<file path="src/hdl/dasp_defs.svh">
// Purpose: constants of the data access stretch and dual pointer block
// Assumes: special function register addresses are 8 bits wide
// Notes:   included by the design only; the package does not include it
`ifndef DASP_DEFS_SVH
`define DASP_DEFS_SVH

// ----------------------------------------------------------------
// register addresses
// ----------------------------------------------------------------
`define DASP_ADDR_PTR0_LOW   8'h82
`define DASP_ADDR_PTR0_HIGH  8'h83
`define DASP_ADDR_PTR1_LOW   8'h84
`define DASP_ADDR_PTR1_HIGH  8'h85
`define DASP_ADDR_PTR_SEL    8'h86
`define DASP_ADDR_CLK_CTRL   8'h8E

// ----------------------------------------------------------------
// field positions and reset values
// ----------------------------------------------------------------
`define DASP_BIT_T2_SEL      5
`define DASP_BIT_T1_SEL      4
`define DASP_BIT_T0_SEL      3
`define DASP_STRETCH_RESET   3'h1
`define DASP_CLK_CTRL_RESET  8'h01
`define DASP_PTR_RESET       16'h0000

// ----------------------------------------------------------------
// timing
// ----------------------------------------------------------------
`define DASP_BASE_CYCLES     4'h2
`define DASP_STROBE_ZERO     5'h02
`define DASP_STROBE_UNIT     5'h04
`define DASP_TIMER_DIV       4'hC

`endif

</file>
<file path="src/hdl/dasp_pkg.sv">
// Purpose: types of the data access stretch and dual pointer block
// Assumes: nothing beyond the constants header
// Notes:   states of the external data move sequencer
package dasp_pkg;
    typedef enum logic [1:0] {
        DASP_IDLE,
        DASP_STROBE,
        DASP_TAIL
    } dasp_state_type;

    typedef enum logic [1:0] {
        DASP_PTR_HOLD,
        DASP_PTR_LOAD,
        DASP_PTR_INC
    } dasp_ptr_op_type;
endpackage

</file>
<file path="src/hdl/dasp_core.sv">
// Purpose: access stretch timing, timer clock select and dual data pointers
// Assumes: one 8-bit special function register port from the core
// Notes:   the core requests moves and pointer operations by one-cycle pulses
//
// Operation
// three-bit stretch field in control bits 2..0
// stretch zero gives two-cycle move
// each stretch unit adds one cycle
// stretch resets to one
// strobe width 2, else 4 per unit
// bit 5 selects timer 2 clock
// bit 4 selects timer 1 clock
// bit 3 selects timer 0 clock
// two 16-bit pointers at 0x82..0x85
// select bit 0 chooses active pointer
// pointer operations use the selected pointer
// software toggles select by incrementing it
// select bits 7..1 read zero
`timescale 1ns/1ps
`include "dasp_defs.svh"

module dasp_core #(
    parameter int CYCLE_CLOCKS = 4
) (
    // clock and reset
    input  wire logic                clk,
    input  wire logic                rst_n,
    // special function register port
    input  wire logic                sfr_write,
    input  wire logic [7:0]          sfr_addr,
    input  wire logic [7:0]          sfr_wdata,
    output logic      [7:0]          sfr_rdata,
    // pointer operations
    input  wire logic                ptr_load,
    input  wire logic [15:0]         ptr_load_value,
    input  wire logic                ptr_inc,
    output logic      [15:0]         data_pointer,
    // external data move
    input  wire logic                move_start,
    input  wire logic                move_write,
    output logic                     move_busy,
    output logic                     move_done,
    output logic                     mem_read_strobe_n,
    output logic                     mem_write_strobe_n,
    output logic      [15:0]         mem_addr,
    // timer clock ticks
    output logic                     timer0_tick,
    output logic                     timer1_tick,
    output logic                     timer2_tick
);
    import dasp_pkg::*;

    // ----------------------------------------------------------------
    // helpers
    // ----------------------------------------------------------------
    function automatic logic [4:0] strobe_clocks(input logic [2:0] s);
        if (s == 3'h0) begin
            strobe_clocks = `DASP_STROBE_ZERO;
        end else begin
            strobe_clocks = 5'(`DASP_STROBE_UNIT * s);
        end
    endfunction

    function automatic logic [7:0] move_clocks(input logic [2:0] s);
        move_clocks = 8'(CYCLE_CLOCKS * (`DASP_BASE_CYCLES + 4'(s)));
    endfunction

    // ----------------------------------------------------------------
    // registers
    // ----------------------------------------------------------------
    logic [7:0]   clk_ctrl;
    logic [7:0]   next_clk_ctrl;
    logic         ptr_sel;
    logic         next_ptr_sel;
    logic [15:0]  ptr0;
    logic [15:0]  ptr1;
    logic [15:0]  next_ptr0;
    logic [15:0]  next_ptr1;
    logic [7:0]   next_sfr_rdata;
    logic [15:0]  next_data_pointer;
    logic [15:0]  active_ptr;

    assign active_ptr = ptr_sel ? ptr1 : ptr0;

    always_comb begin
        next_clk_ctrl = clk_ctrl;
        next_ptr_sel  = ptr_sel;
        next_ptr0     = ptr0;
        next_ptr1     = ptr1;
        if (sfr_write) begin
            unique case (sfr_addr)
                `DASP_ADDR_CLK_CTRL: next_clk_ctrl = {2'h0, sfr_wdata[5:0]};
                `DASP_ADDR_PTR_SEL: next_ptr_sel = sfr_wdata[0];
                `DASP_ADDR_PTR0_LOW: next_ptr0[7:0] = sfr_wdata;
                `DASP_ADDR_PTR0_HIGH: next_ptr0[15:8] = sfr_wdata;
                `DASP_ADDR_PTR1_LOW: next_ptr1[7:0] = sfr_wdata;
                `DASP_ADDR_PTR1_HIGH: next_ptr1[15:8] = sfr_wdata;
                default: ;
            endcase
        end
        // pointer instructions act on the selected pointer
        if (ptr_load || ptr_inc) begin
            if (ptr_sel) begin
                next_ptr1 = ptr_load ? ptr_load_value : ptr1 + 16'h0001;
            end else begin
                next_ptr0 = ptr_load ? ptr_load_value : ptr0 + 16'h0001;
            end
        end
        unique case (sfr_addr)
            `DASP_ADDR_CLK_CTRL: next_sfr_rdata = next_clk_ctrl;
            `DASP_ADDR_PTR_SEL: next_sfr_rdata = {7'h00, next_ptr_sel};
            `DASP_ADDR_PTR0_LOW: next_sfr_rdata = next_ptr0[7:0];
            `DASP_ADDR_PTR0_HIGH: next_sfr_rdata = next_ptr0[15:8];
            `DASP_ADDR_PTR1_LOW: next_sfr_rdata = next_ptr1[7:0];
            `DASP_ADDR_PTR1_HIGH: next_sfr_rdata = next_ptr1[15:8];
            default: next_sfr_rdata = 8'h00;
        endcase
        next_data_pointer = next_ptr_sel ? next_ptr1 : next_ptr0;
    end

    always_ff @(posedge clk or negedge rst_n) begin
        if (!rst_n) begin
            clk_ctrl     <= `DASP_CLK_CTRL_RESET;
            ptr_sel      <= 1'b0;
            ptr0         <= `DASP_PTR_RESET;
            ptr1         <= `DASP_PTR_RESET;
            sfr_rdata    <= 8'h00;
            data_pointer <= `DASP_PTR_RESET;
        end else begin
            clk_ctrl     <= next_clk_ctrl;
            ptr_sel      <= next_ptr_sel;
            ptr0         <= next_ptr0;
            ptr1         <= next_ptr1;
            sfr_rdata    <= next_sfr_rdata;
            data_pointer <= next_data_pointer;
        end
    end

    // ----------------------------------------------------------------
    // external data move sequencer
    // ----------------------------------------------------------------
    dasp_state_type state;
    dasp_state_type next_state;
    logic [7:0]     count;
    logic [7:0]     next_count;
    logic [4:0]     strobe_left;
    logic [4:0]     next_strobe_left;
    logic           dir_write;
    logic           next_dir_write;
    logic           next_busy;
    logic           next_done;
    logic           next_rd_n;
    logic           next_wr_n;
    logic [15:0]    next_mem_addr;

    always_comb begin
        next_state       = state;
        next_count       = count;
        next_strobe_left = strobe_left;
        next_dir_write   = dir_write;
        next_done        = 1'b0;
        next_mem_addr    = mem_addr;
        unique case (state)
            DASP_IDLE: begin
                if (move_start) begin
                    next_state       = DASP_STROBE;
                    next_count       = move_clocks(clk_ctrl[2:0]) - 8'h01;
                    next_strobe_left = strobe_clocks(clk_ctrl[2:0]) - 5'h01;
                    next_dir_write   = move_write;
                    next_mem_addr    = active_ptr;
                end
            end
            DASP_STROBE: begin
                next_count       = count - 8'h01;
                next_strobe_left = strobe_left - 5'h01;
                if (strobe_left == 5'h00) begin
                    next_state = DASP_TAIL;
                end
            end
            DASP_TAIL: begin
                next_count = count - 8'h01;
                if (count == 8'h01) begin
                    next_state = DASP_IDLE;
                    next_done  = 1'b1;
                end
            end
        endcase
        next_busy = (next_state != DASP_IDLE);
        next_rd_n = !(next_state == DASP_STROBE && !next_dir_write);
        next_wr_n = !(next_state == DASP_STROBE && next_dir_write);
    end

    always_ff @(posedge clk or negedge rst_n) begin
        if (!rst_n) begin
            state              <= DASP_IDLE;
            count              <= 8'h00;
            strobe_left        <= 5'h00;
            dir_write          <= 1'b0;
            move_busy          <= 1'b0;
            move_done          <= 1'b0;
            mem_read_strobe_n  <= 1'b1;
            mem_write_strobe_n <= 1'b1;
            mem_addr           <= 16'h0000;
        end else begin
            state              <= next_state;
            count              <= next_count;
            strobe_left        <= next_strobe_left;
            dir_write          <= next_dir_write;
            move_busy          <= next_busy;
            move_done          <= next_done;
            mem_read_strobe_n  <= next_rd_n;
            mem_write_strobe_n <= next_wr_n;
            mem_addr           <= next_mem_addr;
        end
    end

    // ----------------------------------------------------------------
    // timer clock selection
    // ----------------------------------------------------------------
    logic [3:0] div_count;
    logic [3:0] next_div_count;
    logic       div_tick;
    logic [2:0] next_ticks;

    assign div_tick = (div_count == `DASP_TIMER_DIV - 4'h1);

    always_comb begin
        next_div_count = div_tick ? 4'h0 : div_count + 4'h1;
        next_ticks[0]  = clk_ctrl[`DASP_BIT_T0_SEL] | div_tick;
        next_ticks[1]  = clk_ctrl[`DASP_BIT_T1_SEL] | div_tick;
        next_ticks[2]  = clk_ctrl[`DASP_BIT_T2_SEL] | div_tick;
    end

    always_ff @(posedge clk or negedge rst_n) begin
        if (!rst_n) begin
            div_count   <= 4'h0;
            timer0_tick <= 1'b0;
            timer1_tick <= 1'b0;
            timer2_tick <= 1'b0;
        end else begin
            div_count   <= next_div_count;
            timer0_tick <= next_ticks[0];
            timer1_tick <= next_ticks[1];
            timer2_tick <= next_ticks[2];
        end
    end

    // ----------------------------------------------------------------
    // checks
    // ----------------------------------------------------------------
    chk_stretch_reset: assert property (@(posedge clk) $rose(rst_n) |-> clk_ctrl[2:0] == 3'h1)
        else $error("stretch not one after reset");
    chk_ctrl_upper_zero: assert property (@(posedge clk) disable iff (!rst_n) clk_ctrl[7:6] == 2'h0)
        else $error("reserved control bits set");
    chk_move_zero: assert property (@(posedge clk) disable iff (!rst_n)
        (state == DASP_IDLE && move_start && clk_ctrl[2:0] == 3'h0) |=> move_busy[*7] ##1 move_done)
        else $error("stretch zero move length wrong");
    chk_move_length: assert property (@(posedge clk) disable iff (!rst_n)
        (state == DASP_IDLE && move_start && clk_ctrl[2:0] == 3'h1) |=> move_busy[*8] ##1 move_busy[*3] ##1 move_done)
        else $error("stretch one move length wrong");
    chk_strobe_zero: assert property (@(posedge clk) disable iff (!rst_n)
        (state == DASP_IDLE && move_start && !move_write && clk_ctrl[2:0] == 3'h0)
        |=> !mem_read_strobe_n[*2] ##1 mem_read_strobe_n)
        else $error("stretch zero strobe width wrong");
    chk_strobe_one: assert property (@(posedge clk) disable iff (!rst_n)
        (state == DASP_IDLE && move_start && move_write && clk_ctrl[2:0] == 3'h1)
        |=> !mem_write_strobe_n[*4] ##1 mem_write_strobe_n)
        else $error("stretch one strobe width wrong");
    chk_t0_fast: assert property (@(posedge clk) disable iff (!rst_n)
        clk_ctrl[`DASP_BIT_T0_SEL] |=> timer0_tick)
        else $error("timer 0 fast clock missing");
    chk_t1_slow: assert property (@(posedge clk) disable iff (!rst_n)
        (!clk_ctrl[`DASP_BIT_T1_SEL] && !div_tick) |=> !timer1_tick)
        else $error("timer 1 tick outside divider");
    chk_t2_slow: assert property (@(posedge clk) disable iff (!rst_n)
        (!clk_ctrl[`DASP_BIT_T2_SEL] && !div_tick) |=> !timer2_tick)
        else $error("timer 2 tick outside divider");
    chk_ptr_active: assert property (@(posedge clk) disable iff (!rst_n)
        data_pointer == (ptr_sel ? ptr1 : ptr0))
        else $error("active pointer mismatch");
    chk_ptr_inc: assert property (@(posedge clk) disable iff (!rst_n)
        (ptr_inc && !ptr_load && !sfr_write && ptr_sel) |=> ptr1 == $past(ptr1) + 16'h0001)
        else $error("selected pointer not incremented");
    chk_sel_read: assert property (@(posedge clk) disable iff (!rst_n)
        (!sfr_write && sfr_addr == `DASP_ADDR_PTR_SEL) |=> sfr_rdata[7:1] == 7'h00)
        else $error("select upper bits not zero");
    chk_ptr_write: assert property (@(posedge clk) disable iff (!rst_n)
        (sfr_write && sfr_addr == `DASP_ADDR_PTR1_HIGH && !ptr_load && !ptr_inc)
        |=> ptr1[15:8] == $past(sfr_wdata))
        else $error("pointer high byte not written");

    cov_read_move: cover property (@(posedge clk) disable iff (!rst_n) move_start && !move_write ##[1:40] move_done);
    cov_write_move: cover property (@(posedge clk) disable iff (!rst_n) move_start && move_write ##[1:40] move_done);
    cov_sel_toggle: cover property (@(posedge clk) disable iff (!rst_n) !ptr_sel ##1 ptr_sel);
    cov_fast_timer: cover property (@(posedge clk) disable iff (!rst_n) clk_ctrl[`DASP_BIT_T2_SEL]);
endmodule

</file>
<file path="config.mk">
export PLATFORM = sky130hd
export DESIGN_NAME = dasp_core
export DESIGN_NICKNAME = d
export VERILOG_FILES = /design/src/hdl/dasp_pkg.sv /design/src/hdl/dasp_core.sv
export VERILOG_INCLUDE_DIRS = /design/src /design/src/hdl
export SDC_FILE = /design/constraint.sdc
export NUM_CORES = 1
export LEC_CHECK = 0
export ABC_AREA = 1
export ABC_CLOCK_PERIOD_IN_PS = 3800
export BUFFER_PORTS_ARGS = -buffer_cell sky130_fd_sc_hd__clkbuf_2
export CAP_MARGIN = 20
export CORE_MARGIN = 8
export CORE_UTILIZATION = 35
export CTS_CLUSTER_DIAMETER = 200
export DETAILED_ROUTE_END_ITERATION = 8
export PLACE_DENSITY = 0.6
export SYNTH_ARGS = -nofsm -noshare
export SYNTH_HDL_FRONTEND = slang
export SYNTH_SLANG_ARGS = --single-unit
</file>
<file path="constraint.sdc">
create_clock -name clk -period 3.8 [get_ports clk]
set_clock_uncertainty 0.15 [all_clocks]
set_input_delay 0.19 -clock clk [delete_from_list [all_inputs] [get_ports clk]]
set_output_delay 0.19 -clock clk [all_outputs]
set_load 0.05 [all_outputs]
</file>
; Yosys cells after proc, flatten, opt, wreduce, memory -nomap -nowiden
; Cells that the tools add are included.
; W data, S select, Z words.
[totals]
wordCells = 91
register_bits = 108
in_bits = 39
out_inout_bits = 47
[op_classes]
reduce_logical = 14
muxes = 35
eq_ne = 12
add_sub_neg = 8
bitwise = 3
[ops]
columns = operator, count
row1 = $mux W16, 10
row2 = $mux W8, 7
row3 = $eq A8 B8 Y1 const B, 6
row4 = $pmux W8 S6, 1
row5 = $add A16 B1 Y16 const B, 2
row6 = $mux W5, 4
row7 = $pmux W8 S2, 1
row8 = $pmux W5 S2, 1
row9 = $sub A5 B1 Y5 const B, 2
row10 = $eq A8 B1 Y1 const B, 1
row11 = $sub A8 B1 Y8 const B, 1
row12 = $sub A6 B1 Y7 const B, 1
row13 = $mux W1, 6
row14 = $mux W2, 3
row15 = $pmux W2 S3, 1
row16 = $logic_not A5 Y1, 1
row17 = $add A2 B3 Y4 const A, 1
row18 = $add A4 B1 Y4 const B, 1
row19 = $eq A2 B1 Y1 const B, 2
row20 = $eq A4 B4 Y1 const B, 1
row21 = $mux W4, 1
row22 = $reduce_and A2 Y1, 2
row23 = $reduce_bool A2 Y1, 2
row24 = $logic_not A1 Y1, 3
row25 = 8 further kinds, 11

; Depth between registers and ports, before layout
[logic_depth]
ltp_word = 7
depth_mapped = 13
ltp_nobuf = 13

; Least setup slack after synthesis
; No wires, ideal clock.
[synth_timing]
path_type = register to register
from = register state[1]
to = register strobe_left[2]
period_less_slack_ns = 1.761
required_time_ns = 3.507
t_arrival_ns = 1.469
n_path_buf = 0
setup_time_ns = 0.143
stages_incl_launch_ff = 10
path_slack_ns = 2.039
path_cell_list = dfrtp_1 inv_1 ha_1 inv_1 nand2_1 o21ai_0 ha_1 xor2_1 nand2_1 o21ai_0
[synth_via]
elab_chain_len = 3
word_cells_on_any_way = 6
classes_between = 2 x eq/ne / 1 x mux / 3 x reduce/logical
[synth_lines]
columns = item, line
row1 = from (decl), dasp_core.sv:142  ; dasp_state_type state;
row2 = from (signal assigned), dasp_core.sv:205  ; state <= next_state;
row3 = $eq A2 B1 Y1 or $logic_not A2 Y1 (tied branches), dasp_core.sv:163  ; unique case (state)
row4 = $reduce_bool A2 Y1 (no source line) or $ne A2 B2 Y1 (tied branches), -
row5 = $reduce_and A2 Y1 (no source line), -
row6 = to (signal assigned), dasp_core.sv:207  ; strobe_left <= next_strobe_left;
row7 = to (decl), dasp_core.sv:146  ; logic [4:0] strobe_left;
; Parallel ways exist; a longest one is shown, timed or not.
; A chain may end at the register's enable or synchronous reset.

; Worst setup path in the final report
[layout_timing]
from = register ptr_sel
to = register sfr_rdata[5]
[layout_via]
elab_chain_len = 3
word_cells_on_any_way = 5
classes_between = 5 x mux
[layout_lines]
columns = item, line
row1 = from (decl), dasp_core.sv:73  ; logic ptr_sel;
row2 = from (signal assigned), dasp_core.sv:131  ; ptr_sel <= next_ptr_sel;
row3 = $mux W16, dasp_core.sv:103  ; if (ptr_sel) begin
row4 = $mux W16, dasp_core.sv:102  ; if (ptr_load || ptr_inc) begin
row5 = $pmux W8 S6 (*), dasp_core.sv:109  ; unique case (sfr_addr)
row6 = named net next_sfr_rdata[5], dasp_core.sv:79  ; logic [7:0] next_sfr_rdata;
row7 = to (signal assigned), dasp_core.sv:134  ; sfr_rdata <= next_sfr_rdata;
row8 = to (decl), dasp_core.sv:32  ; output logic [7:0] sfr_rdata,
; The timed path passes the listed nets; every way through them passes the cells marked *.

==> results.tsv <==
stage	metric	value	unit
floorplanning	fp.dieH	153	µm
sta	finalSetupViolations	0	
power	ir_worst_vdd	389	µV
sta	setup_ws	1.43	ns
worst_setup_path	cp.arrival	2.47	ns
power	power_leakage	3.96	nW
clock_network	cts-buffers-inserted	9	
synth	synthTopCellsByArea	dfrtp_1, nand2_1, nand3_1	
clock_network	post-cts-setup-buffer-count	0	
worst_setup_path	worstSetupPathType	flop to flop	
synth	synth_seq_cells	108	
worst_setup_path	cp_num_buf_inv	1	
sta	timing.fmax	422	MHz
routing	dr_total_vias	6236	
sta	rsz0062_at_grt	no	
global_routing	grt_pass1_vias	5956	
sta	post-route-period-util	62.3	%
worst_setup_path	crit_fanout	19	
synth	synth_top_cell_area_share	40.0	%
clock_network	cts_sinks	108	
layout	fin_util	40.7	%
layout	fin_area	7570	µm²
clock_network	clk_pin_slew	0.07	ns
routing	vias_per_cell	5.07	
worst_setup_path	end_kind	flop	
layout	antenna_cells	0	
sta	fin_tns_setup	0	ns
sta	tightest_slew	1.10	ns
min_path	min_path_type	input pin to flop	
worst_setup_path	cp_cell_sequence	nor2_4 -> inv_4 -> nor2_1 -> nand2_1 -> nand3_1 -> nand2_1 -> nor2_1 -> nand2_1	
sta	min_period	2.37	ns
clock_network	cts_tree	done	
worst_setup_path	cp-start-kind	flop	
synth	synth_warnings	0	
clock_network	htreeDepth	3	
routing	postRouteWirelength	21.2	mm
synth	synth_area	6570	µm²
floorplanning	die_w	153	µm
clock_network	clkLatencyLatePin	0.37	ns
floorplanning	core-area	18600	µm²
status	status	finished, final reports clean	
routing	first_pass_iters	6	
synth	synth_cell_types	45	
placement	port_buffers	85	
routing	drtIter0Drc	645	
placement	place_congestion	0.901	
layout	fin_nets	1043	
routing	ant_nets	0	
layout	final_common_cell	nand2_1	
worst_setup_path	crit_required	3.90	ns
placement	dpl_worst_slack	1.28	ns
placement	hpwl	16.1	mm
sta	maxSlewViolCount	0	
synth	synth_fp_nets	966	
synth	yosysSeqAreaShare	41.2	%
floorplanning	rows	50	
routing	wl_per_cell	17.2	µm
worst_setup_path	crit_slowest_cell	dfrtp_1	
synth	synth_top_area_cell	dfrtp_1	
synth	synth_cells	913	
layout	final_cell_mix	nand2_1, inv_1, dfrtp_1, nand3_1, clkbuf_2	
floorplanning	start_util	35.4	%
floorplanning	io_pins	86	
worst_setup_path	cpMostUsedCell	nand2_1	
worst_setup_path	crit_path_max_incr_delay	0.67	ns
layout	drive_above_1_share	16.1	%
flow_run	max_cap_violations	0	
synth	synthArstFlopShare	100	%
global_routing	grt_pass1_wl	33.2	mm
synth	syn_area_per_cell	7.19	µm²
global_routing	grt_overflow	0	
routing	drc_errors	0	
sta	finalHoldViolations	0	
worst_setup_path	path_delay_family	simple AND/OR/NAND/NOR gates	
clock_network	cts-root-buf	clkbuf_16	
global_routing	grt_max_degree	66	
synth	synth-edff-count	0	
placement	place_area	7170	µm²
floorplanning	die_area	23400	µm²
power	powerDensity	650	nW/µm²
layout	area_growth	15.2	%
clock_network	clock_path_buffers	2	
global_routing	grt_util_all_layers	18.0	%
sta	slew_headroom	26.7	%
synth	synth_flop_cell	dfrtp_1	
global_routing	antenna_found_initial	0	
==> Yosys cell counts (9+ instances only) <==
library cell and count:
a21oi_1 44, buf_2 11, dfrtp_1 105, ha_1 14, inv_1 105, inv_2 9
nand2_1 269, nand3_1 103, nand4_1 13, nor2_1 82, o21ai_0 30, o21ai_1 24
==> per-stage QoR <==
| step | cells | hold slack, ns | total power, mW |
|---|---|---|---|
| floorplan | 913 | -0.256 | 3.18 |
| detailed placement | 1211 | 0.211 | 3.74 |
| CTS | 1229 | 0.0157 | 4.95 |
| global placement | 1211 | 0.197 | 3.73 |
| finish | 1229 | 0.0334 | 4.92 |
| global route | 1229 | 0.0376 | 5.24 |
==> cells by family (layout without fill, tap and decap cells) <==
logic type               count (synthesis)  count (layout)  share of synthesized area (%)
AO/OA/AOI/OAI                          130             130                           11.5
AND/OR/NAND/NOR                        512             512                           34.7
buffers and inverters                  143             225                           9.07
XOR/XNOR                                 6               6                          0.800
flip-flops                             108             108                           41.2
adder cells (fa/ha/maj)                 14              14                           2.67
==> per-layer routing <==
metal | track usage (%) | share of wire, % | vias to the layer above | routed length (µm)
met3 | 4.20 | 6.0 | 25 | 1270
met1 | 22.8 | 44 | 2913 | 9290
met4 | 5.00 | 1.9 | 0 | 400
met2 | 30.3 | 48 | 204 | 10200
met5 | 0 | 0 | - | 0
li1 | - | - | 3094 | -
==> worst reg2reg max path, cell delays in order (launching register included) <==
cell and delay, ns:
dfrtp_1 0.67, nor2_4 0.57, inv_4 0.23, nor2_1 0.15, nand2_1 0.08, nand3_1 0.11
nand2_1 0.06, nor2_1 0.16, nand2_1 0.07
==> final cells by class <==
type                    count  area [µm²]
multi-input cells         662        3270
repair buffers             92         485
flip-flops and latches    108        2710
clock inverters             4         120
inverters                 117         442
well taps                 234         293
fillers                  1931       11000
clock buffers              12         256
==> worst paths after layout <==
| kind | from | endpoint | slack, ns | cells past startpoint |
|---|---|---|---|---|
| worst max-delay path | ptr_sel | sfr_rdata[5] | 1.43 | 8 |
| worst min-delay path | sfr_wdata[1] | clk_ctrl[1] | 0.03 | 3 |
| worst max register to register | ptr_sel | sfr_rdata[5] | 1.43 | 8 |
| worst min register to register | clk_ctrl[7] | clk_ctrl[7] | 0.32 | 2 |
| max in group asynchronous | rst_n | mem_addr[7] | 2.32 | 3 |
| min in group asynchronous | rst_n | count[2] | 0.31 | 2 |
==> registers in the layout, summed over array words and instances (netlist names), 2 cells and up <==
register	cells
state	2
clk_ctrl	8
count	8
ptr1	16
strobe_left	5
data_pointer	16
ptr0	16
div_count	4
sfr_rdata	8
mem_addr	16
==> power by group <==
group / switching [mW] / internal (mW)
sequential: 0.307 / 1.46
combinational: 1.41 / 0.551
clock: 0.442 / 0.748
total: 2.16 / 2.76
==> timing repair <==
| item | 4_1_cts | 5_1_grt |
|---|---|---|
| hold endpoints to repair | 63 | 0 |
| hold buffers | 2 | 0 |
| endpoints found under the setup margin | 0 | 0 |
| resized for setup | 0 | 0 |
(Power assumes the default switching activity.)
